===== src/rtl/sacr_map.svh =====
`ifndef SACR_MAP_SVH
`define SACR_MAP_SVH

// Register indices; byte address is four times the index
`define SACR_IDX_STATUS    4'h0
`define SACR_IDX_DIAG      4'h1
`define SACR_IDX_SELECT    4'h3
`define SACR_IDX_CONFIG    4'h6
`define SACR_IDX_INDIRECT  4'h7

// Configuration register fields
`define SACR_CFG_SOFT_RST  7
`define SACR_CFG_CHAIN     6
`define SACR_CFG_TX_ALLOW  5
`define SACR_CFG_ET_A      4
`define SACR_CFG_ET_B      3
`define SACR_CFG_BACKPLANE 2

// Reset values
`define SACR_CFG_RST       8'h00
`define SACR_SEL_RST       3'h0
`define SACR_IND_RST       8'h00
`define SACR_STATUS_RST    8'h00
`define SACR_DIAG_RST      8'h00
`define SACR_NEXT_ID_RST   8'h00

`endif


===== src/rtl/sacr_pkg.sv =====
package sacr_pkg;

   // Registers reached through the shared indirect location
   typedef enum logic [2:0] {
      SACR_IND_TENT_ID,
      SACR_IND_NODE_ID,
      SACR_IND_SETUP_ONE,
      SACR_IND_NEXT_ID,
      SACR_IND_SETUP_TWO,
      SACR_IND_BUS_CTRL,
      SACR_IND_XFER_CNT,
      SACR_IND_RESERVED
   } sacr_ind_e;

   typedef logic [7:0] sacr_byte_t;

endpackage : sacr_pkg


===== src/rtl/sacr_regs.sv =====
`timescale 1ns/1ps
`default_nettype none
`include "sacr_map.svh"

// Behaviour
// - A three-bit select code chooses which of tentative id, node id, setup one, next id, setup two, bus control, transfer count or reserved is reached at location 07.
// - Bits 7 to 3 of the select register have no function and read as zero.
// - Writing the configuration register clears the top select bit and loads the two lower select bits from the written value.
// - Writing one to configuration bit 7 enters a software reset that lasts while the bit stays set.
// - The software reset leaves the detected host mode and the configuration register untouched.
// - The software reset reinitialises only the status, next id and diagnostic status registers.
module sacr_regs
   import sacr_pkg::*;
(
   // Clock and reset
   input  wire logic        clock_i,
   input  wire logic        rst_b_i,
   // APB slave
   input  wire logic        psel_i,
   input  wire logic        penable_i,
   input  wire logic        pwrite_i,
   input  wire logic [31:0] paddr_i,
   input  wire logic [31:0] pwdata_i,
   output logic      [31:0] prdata_o,
   output logic             pready_o,
   output logic             pslverr_o,
   // Controller side
   input  wire logic        host_mode_i,
   input  wire logic [7:0]  status_set_i,
   input  wire logic [7:0]  diag_set_i,
   input  wire logic        next_id_load_i,
   input  wire logic [7:0]  next_id_i,
   input  wire logic        tx_active_i,
   input  wire logic        tx_pulse_i,
   // Configuration outputs
   output logic             soft_reset_o,
   output logic             host_mode_o,
   output logic             command_chain_enable_o,
   output logic             long_timeout_sel_a_o,
   output logic             long_timeout_sel_b_o,
   output logic             backplane_o,
   output logic [7:0]       node_id_o,
   // Line driver pins
   output logic             line_drive_b_n_o,
   output logic             driver_enable_n_o
);

   //-------------------------------------------------------------------
   // Reset synchroniser
   //-------------------------------------------------------------------
   logic rst_meta_b_ff;
   logic rst_sync_b_ff;

   always_ff @(posedge clock_i or negedge rst_b_i)
   begin
      if (!rst_b_i)
      begin
         rst_meta_b_ff <= 1'b0;
         rst_sync_b_ff <= 1'b0;
      end
      else
      begin
         rst_meta_b_ff <= 1'b1;
         rst_sync_b_ff <= rst_meta_b_ff;
      end
   end

   //-------------------------------------------------------------------
   // Address decode
   //-------------------------------------------------------------------
   function automatic logic sacr_hit(input logic [31:0] addr, input logic [3:0] idx);
      sacr_hit = (addr[31:6] == 26'h000_0000) && (addr[5:2] == idx) && (addr[1:0] == 2'b00);
   endfunction : sacr_hit

   function automatic logic sacr_mapped(input logic [31:0] addr);
      sacr_mapped = sacr_hit(addr, `SACR_IDX_STATUS) || sacr_hit(addr, `SACR_IDX_DIAG)
                    || sacr_hit(addr, `SACR_IDX_SELECT) || sacr_hit(addr, `SACR_IDX_CONFIG)
                    || sacr_hit(addr, `SACR_IDX_INDIRECT);
   endfunction : sacr_mapped

   //-------------------------------------------------------------------
   // Register state
   //-------------------------------------------------------------------
   sacr_byte_t cfg_ff;
   sacr_byte_t nxt_cfg;
   logic [2:0] sel_ff;
   logic [2:0] nxt_sel;
   sacr_byte_t status_ff;
   sacr_byte_t nxt_status;
   sacr_byte_t diag_ff;
   sacr_byte_t nxt_diag;
   sacr_byte_t ind_ff [0:6];
   sacr_byte_t nxt_ind [0:6];
   logic       mode_ff;
   logic       nxt_mode;
   logic       mode_taken_ff;
   logic       nxt_mode_taken;

   logic       wr_en;
   logic       soft_rst;
   sacr_byte_t wbyte;

   assign wr_en    = psel_i && penable_i && pready_o && pwrite_i;
   assign wbyte    = pwdata_i[7:0];
   assign soft_rst = cfg_ff[`SACR_CFG_SOFT_RST];

   always_comb
   begin
      nxt_cfg        = cfg_ff;
      nxt_sel        = sel_ff;
      nxt_mode       = mode_ff;
      nxt_mode_taken = 1'b1;
      for (int i = 0; i < 7; i++)
      begin
         nxt_ind[i] = ind_ff[i];
      end
      // Host mode is caught once after release and never touched again
      if (!mode_taken_ff)
      begin
         nxt_mode = host_mode_i;
      end
      // Configuration write also reloads the low select bits
      if (wr_en && sacr_hit(paddr_i, `SACR_IDX_CONFIG))
      begin
         nxt_cfg = wbyte;
         nxt_sel = {1'b0, wbyte[1:0]};
      end
      if (wr_en && sacr_hit(paddr_i, `SACR_IDX_SELECT))
      begin
         nxt_sel = wbyte[2:0];
      end
      // Indirect write lands in the register the select code names, except next id and reserved, which ignore it
      if (wr_en && sacr_hit(paddr_i, `SACR_IDX_INDIRECT))
      begin
         case (sacr_ind_e'(sel_ff))
            SACR_IND_NEXT_ID  : ;
            SACR_IND_RESERVED : ;
            default           : nxt_ind[sel_ff] = wbyte;
         endcase
      end
      if (next_id_load_i)
      begin
         nxt_ind[SACR_IND_NEXT_ID] = next_id_i;
      end
      // Software reset: only status, next id and diagnostics return
      if (soft_rst)
      begin
         nxt_ind[SACR_IND_NEXT_ID] = `SACR_NEXT_ID_RST;
      end
   end

   //-------------------------------------------------------------------
   // Sticky status and diagnostics, write one to clear, set wins
   //-------------------------------------------------------------------
   always_comb
   begin
      nxt_status = status_ff | status_set_i;
      nxt_diag   = diag_ff | diag_set_i;
      if (wr_en && sacr_hit(paddr_i, `SACR_IDX_STATUS))
      begin
         nxt_status = (status_ff & ~wbyte) | status_set_i;
      end
      if (wr_en && sacr_hit(paddr_i, `SACR_IDX_DIAG))
      begin
         nxt_diag = (diag_ff & ~wbyte) | diag_set_i;
      end
      if (soft_rst)
      begin
         nxt_status = `SACR_STATUS_RST;
         nxt_diag   = `SACR_DIAG_RST;
      end
   end

   always_ff @(posedge clock_i or negedge rst_sync_b_ff)
   begin
      if (!rst_sync_b_ff)
      begin
         cfg_ff        <= `SACR_CFG_RST;
         sel_ff        <= `SACR_SEL_RST;
         status_ff     <= `SACR_STATUS_RST;
         diag_ff       <= `SACR_DIAG_RST;
         mode_ff       <= 1'b0;
         mode_taken_ff <= 1'b0;
      end
      else
      begin
         cfg_ff        <= nxt_cfg;
         sel_ff        <= nxt_sel;
         status_ff     <= nxt_status;
         diag_ff       <= nxt_diag;
         mode_ff       <= nxt_mode;
         mode_taken_ff <= nxt_mode_taken;
      end
   end

   generate
      for (genvar g = 0; g < 7; g++)
      begin : g_ind
         always_ff @(posedge clock_i or negedge rst_sync_b_ff)
         begin
            if (!rst_sync_b_ff)
            begin
               ind_ff[g] <= `SACR_IND_RST;
            end
            else
            begin
               ind_ff[g] <= nxt_ind[g];
            end
         end
      end
   endgenerate

   //-------------------------------------------------------------------
   // APB answer: no wait state, read data registered
   //-------------------------------------------------------------------
   logic        pready_ff;
   logic        nxt_pready;
   logic        pslverr_ff;
   logic        nxt_pslverr;
   logic [31:0] prdata_ff;
   logic [31:0] nxt_prdata;
   sacr_byte_t  rd_byte;

   always_comb
   begin
      rd_byte = 8'h00;
      if (sacr_hit(paddr_i, `SACR_IDX_STATUS))
      begin
         rd_byte = status_ff;
      end
      else if (sacr_hit(paddr_i, `SACR_IDX_DIAG))
      begin
         rd_byte = diag_ff;
      end
      else if (sacr_hit(paddr_i, `SACR_IDX_SELECT))
      begin
         rd_byte = {5'b0_0000, sel_ff};
      end
      else if (sacr_hit(paddr_i, `SACR_IDX_CONFIG))
      begin
         rd_byte = {cfg_ff[7:2], sel_ff[1:0]};
      end
      else if (sacr_hit(paddr_i, `SACR_IDX_INDIRECT))
      begin
         case (sacr_ind_e'(sel_ff))
            SACR_IND_RESERVED : rd_byte = 8'h00;
            default           : rd_byte = ind_ff[sel_ff];
         endcase
      end
      nxt_pready  = psel_i && !penable_i;
      nxt_pslverr = psel_i && !penable_i && !sacr_mapped(paddr_i);
      nxt_prdata  = prdata_ff;
      if (psel_i && !penable_i)
      begin
         nxt_prdata = {24'h00_0000, rd_byte};
      end
   end

   always_ff @(posedge clock_i or negedge rst_sync_b_ff)
   begin
      if (!rst_sync_b_ff)
      begin
         pready_ff  <= 1'b0;
         pslverr_ff <= 1'b0;
         prdata_ff  <= 32'h0000_0000;
      end
      else
      begin
         pready_ff  <= nxt_pready;
         pslverr_ff <= nxt_pslverr;
         prdata_ff  <= nxt_prdata;
      end
   end

   assign pready_o  = pready_ff;
   assign pslverr_o = pslverr_ff;
   assign prdata_o  = prdata_ff;

   //-------------------------------------------------------------------
   // Line driver gating
   //-------------------------------------------------------------------
   logic line_n_ff;
   logic nxt_line_n;
   logic drv_n_ff;
   logic nxt_drv_n;

   always_comb
   begin
      nxt_line_n = 1'b1;
      nxt_drv_n  = 1'b1;
      // Drivers stay off while transmit is not allowed or in soft reset
      if (cfg_ff[`SACR_CFG_TX_ALLOW] && !soft_rst)
      begin
         nxt_drv_n  = !tx_active_i;
         nxt_line_n = !(tx_active_i && tx_pulse_i && !cfg_ff[`SACR_CFG_BACKPLANE]);
      end
   end

   always_ff @(posedge clock_i or negedge rst_sync_b_ff)
   begin
      if (!rst_sync_b_ff)
      begin
         line_n_ff <= 1'b1;
         drv_n_ff  <= 1'b1;
      end
      else
      begin
         line_n_ff <= nxt_line_n;
         drv_n_ff  <= nxt_drv_n;
      end
   end

   assign line_drive_b_n_o       = line_n_ff;
   assign driver_enable_n_o      = drv_n_ff;
   assign soft_reset_o           = cfg_ff[`SACR_CFG_SOFT_RST];
   assign host_mode_o            = mode_ff;
   assign command_chain_enable_o = cfg_ff[`SACR_CFG_CHAIN];
   assign long_timeout_sel_a_o   = cfg_ff[`SACR_CFG_ET_A];
   assign long_timeout_sel_b_o   = cfg_ff[`SACR_CFG_ET_B];
   assign backplane_o            = cfg_ff[`SACR_CFG_BACKPLANE];
   assign node_id_o              = ind_ff[SACR_IND_NODE_ID];

endmodule : sacr_regs
`default_nettype wire

===== config.mk =====
export PLATFORM = sky130hd
export DESIGN_NAME = sacr_regs
export DESIGN_NICKNAME = d
export VERILOG_FILES = /design/src/rtl/sacr_pkg.sv /design/src/rtl/sacr_regs.sv
export VERILOG_INCLUDE_DIRS = /design/src /design/src/rtl
export SDC_FILE = /design/constraint.sdc
export NUM_CORES = 1
export LEC_CHECK = 0
export ABC_AREA = 0
export BUFFER_PORTS_ARGS = -buffer_cell sky130_fd_sc_hd__buf_4
export CAP_MARGIN = 0
export CORE_MARGIN = 5
export CORE_UTILIZATION = 25
export DETAILED_ROUTE_END_ITERATION = 12
export MAX_ROUTING_LAYER = met4
export SETUP_SLACK_MARGIN = 0.1
export SLEW_MARGIN = 20
export SYNTH_ARGS = -nofsm -noshare
export SYNTH_HDL_FRONTEND = slang
export SYNTH_SLANG_ARGS = --single-unit

===== constraint.sdc =====
create_clock -name clock_i -period 3.02 [get_ports clock_i]
set_clock_uncertainty 0.1 [all_clocks]
set_input_delay 0.604 -clock clock_i [delete_from_list [all_inputs] [get_ports clock_i]]
set_output_delay 0.604 -clock clock_i [all_outputs]
set_load 0.005 [all_outputs]

==> results.json <==
{
  "setup_violations": 0,
  "initialDrtViolationCount": 207,
  "diodes": 0,
  "drc": 0,
  "min_from": "rst_meta_b_ff",
  "placement.io_buffers": 98,
  "synthCells": 435,
  "power.sequential.fraction": 0.497,
  "latest_clock_arrival_within_the_worst_skew_pair_ns": 0.35,
  "worst_setup_path_start": "paddr_i[8]",
  "htreeDepth": 3,
  "vias": 3776,
  "synthesis.yosys.warnings": 0,
  "initial_core_util": 0.2541,
  "worstReg2RegStart": "sel_ff[1]",
  "synth_top_area_share": 0.4806,
  "wl_met1_um": 5947,
  "worst_hold_path_type": "reg -> reg",
  "final_layout_size_suffix_gt1_frac": 0.4037,
  "grt_first_pass_wirelength_um": 21800,
  "ys_top_cells_by_area": "sky130_fd_sc_hd__dfrtp_1 48%, sky130_fd_sc_hd__mux2_2 14%, sky130_fd_sc_hd__buf_4 4.9%, sky130_fd_sc_hd__mux2i_1 3.2%, sky130_fd_sc_hd__nor2_1 3.0%",
  "die_y_um": 150.7,
  "p_switching_uw": 628.4,
  "area_growth_syn_to_layout_pct": 26.33,
  "final_stage_net_count": 632,
  "clock_transition_at_the_registers_of_the_reported_paths_ns": 0.07,
  "detail_route.vias_per_cell": 4.691,
  "routed_wire_length_per_instance_um": 17.42,
  "tritoncts.num_buffers": 9,
  "grt_pass1_vias": 3904,
  "worst_pin_slew_ns": 1.072,
  "timing.max_cap.violations": 0,
  "synth_edf_count": 0,
  "postSynthAreaPerCell_um2": 11.37,
  "drt.antenna.violating_nets": 0,
  "core-area_mm2": 0.01946,
  "setup.worst_path.class": "in -> reg",
  "ff_latch_count_synth": 97,
  "synth_most_common_cell": "sky130_fd_sc_hd__dfrtp_1",
  "postSynth.topFlopCell": "sky130_fd_sc_hd__dfrtp_1",
  "post_cts_setup_repair_buffer_count": 0,
  "antenna_found_initial": 0,
  "hold_violations": 0,
  "slew-limit-headroom": 0.2852,
  "post_placement_worst_setup_slack_ns": 0.3034,
  "critical-path-max-stage-delay_ns": 0.40,
  "worst-endpoint-arrival_ns": 2.50,
  "share_clk_of_total_power": 0.430,
  "worstPathRequired_ns": 3.16,
  "postPlaceCellArea_mm2": 0.005939,
  "pwr_dens_mw_per_mm2": 433.7,
  "top_level_ports": 147,
  "critical_path.slowest_cell": "sky130_fd_sc_hd__or2_4",
  "totalPowerFinal_uw": 2710,
  "met2_wire_len_um": 6554,
  "dp_hpwl_um": 10490,
  "outcome": "complete, no violations",
  "yosysSeqAreaShare": 0.4913,
  "final_cell_area_mm2": 0.006248,
  "post-route-min-period_ns": 2.362,
  "drt_pass1_iterations": 4,
  "finalWirelength_um": 14030,
  "timing.final.ws_setup_ns": 0.6580,
  "p_leak_uw": 0.002938,
  "yosys-top-cells-count": "95 x sky130_fd_sc_hd__dfrtp_1, 63 x sky130_fd_sc_hd__mux2_2, 39 x sky130_fd_sc_hd__nor2_1",
  "synth_top_cell_by_area": "sky130_fd_sc_hd__dfrtp_1",
  "gp_congestion": 0.8211,
  "clock_tree.buffer_depth": 2,
  "cts_num_sinks": 97,
  "postSynth.asyncResetShare": 1.000,
  "fp.dieArea_mm2": 0.02270,
  "crit_chain": "buf_4 -> nor4_1 -> nand4_1 -> or2_4 -> nor4_4 -> buf_4 -> mux2_2",
  "number_of_gates_resized_after_cts": 0,
  "post_synth_instance_area_mm2": 0.004946,
  "chipWidth_um": 150.7,
  "tritoncts": "yes",
  "type_of_element_capturing_the_critical_path": "flip-flop",
  "route.top_layer_used": "met4",
  "vdd.ir_drop.worst_mv": 0.3042,
  "track_usage": 0.1282,
  "globalRoute.totalOverflow": 0,
  "combinationalPowerShare": 0.073,
  "timing.critical_path.from_type": "input port",
  "num_rows": 51,
  "synth.lib_cells_used.distinct": 54,
  "max_clock_freq_ghz": 0.4234,
  "fin_crit_sh": 0.7821,
  "grt_max_degree": 56,
  "grt_setup_unrepaired": "no",
  "crit_top_cell": "sky130_fd_sc_hd__buf_4",
  "power_switching_share": 0.2319,
  "timing.final.max_slew_violations": 0,
  "worstPathMaxFanout": 12,
  "met3_wirelength_um": 1297,
  "tns_ns": 0,
  "cts.root.buffer_cell": "sky130_fd_sc_hd__clkbuf_16",
  "p_int_uw": 2082
}
metrics by stage:
stage / instances / hold WS (ns) / util
after CTS: 805 / 0.2581 / 0.3211
after global routing: 805 / 0.2752 / 0.3211
final: 805 / 0.2524 / 0.3211
after global placement: 788 / 0.2388 / 0.3052
after floorplan: 459 / 0.2084 / -
after detailed placement: 788 / 0.2402 / 0.3052
cells in the final DEF (no fill, tap or decap), types with 5 or more instances in the layout:
| cell | n |
|---|---|
| sky130_fd_sc_hd__o21ai_0 | 10 |
| sky130_fd_sc_hd__mux4_2 | 5 |
| sky130_fd_sc_hd__nor4_1 | 8 |
| sky130_fd_sc_hd__inv_1 | 20 |
| sky130_fd_sc_hd__nor2_1 | 39 |
| sky130_fd_sc_hd__a31oi_1 | 7 |
| sky130_fd_sc_hd__mux2i_1 | 16 |
| sky130_fd_sc_hd__dfrtp_1 | 94 |
| sky130_fd_sc_hd__clkbuf_16 | 9 |
| sky130_fd_sc_hd__conb_1 | 26 |
| sky130_fd_sc_hd__a21oi_1 | 10 |
| sky130_fd_sc_hd__nand3_1 | 7 |
| sky130_fd_sc_hd__mux2_2 | 63 |
| sky130_fd_sc_hd__buf_4 | 118 |
| sky130_fd_sc_hd__a311oi_1 | 16 |
| sky130_fd_sc_hd__nand2_1 | 15 |
path summary, 6_finish.rpt:
check | end | slack (ns) | depth (start not counted)
hold / removal | rst_sync_b_ff | 0.25 | 0
setup / recovery | cfg_ff[7] | 0.66 | 7
max in group asynchronous | ind_ff[35] | 1.80 | 1
hold reg to reg | rst_sync_b_ff | 0.25 | 0
min in group asynchronous | ind_ff[25] | 0.31 | 0
setup reg to reg | ind_ff[39] | 0.79 | 4
layer usage:
metal / track usage / up-vias
li1: - / 1723
met1: 0.1635 / 1873
met2: 0.1989 / 158
met3: 0.03672 / 22
met4: 0.03808 / 0
met5: - / -
registers in the layout, indices dropped and copies added, names as in the netlist:
register / flops
rst_meta_b_ff: 1
sel_ff: 3
diag_ff: 8
line_drive_b_n_o: 1
ind_ff: 48
cfg_ff: 6
driver_enable_n_o: 1
node_id_o: 8
mode_taken_ff: 1
rst_sync_b_ff: 1
pslverr_o: 1
pready_o: 1
status_ff: 8
host_mode_o: 1
prdata_o: 8
power by group through the flow:
stage | clock [uW] | combinational [uW] | sequential (uW)
finish | 1170 | 197 | 1350
CTS | 1200 | 198 | 1350
detailed placement | 0 | 196 | 1370
floorplan | 0 | 85.9 | 1370
global placement | 0 | 191 | 1370
global route | 1250 | 219 | 1350
layout make-up:
type                       instances  area (um^2)
fill                            1950        13210
sequential                        97         2434
multi-input combinational        285         2186
timing repair buffer             120        915.9
tap                              265        331.6
clock buffer                      11        242.7
inverter                          22        82.58
clock inverter                     5        56.30
cell families (layout without fill, tap and decap cells):
logic type,Yosys count,after routing,share of synthesized area
buffers and inverters,77,158,0.08500
AO/OA/AOI/OAI,72,72,0.1083
flip-flops,97,97,0.4913
XOR/XNOR,1,1,0.001771
multiplexers,84,84,0.1986
AND/OR/NAND/NOR,102,102,0.1136
other,2,26,0.001518
worst max-delay path: cells and delay by family:
kind,cells,cell delay [ns]
buffers and inverters,2,0.30
muxes,1,0.34
and+or+nand+nor,4,1.24
timing repair:
item	4_1_cts	5_1_grt
setup endpoints to repair	0	0
hold endpoints to repair	2	0
hold buffers	1	0
No activity file was read; power rests on OpenSTA's default activity.
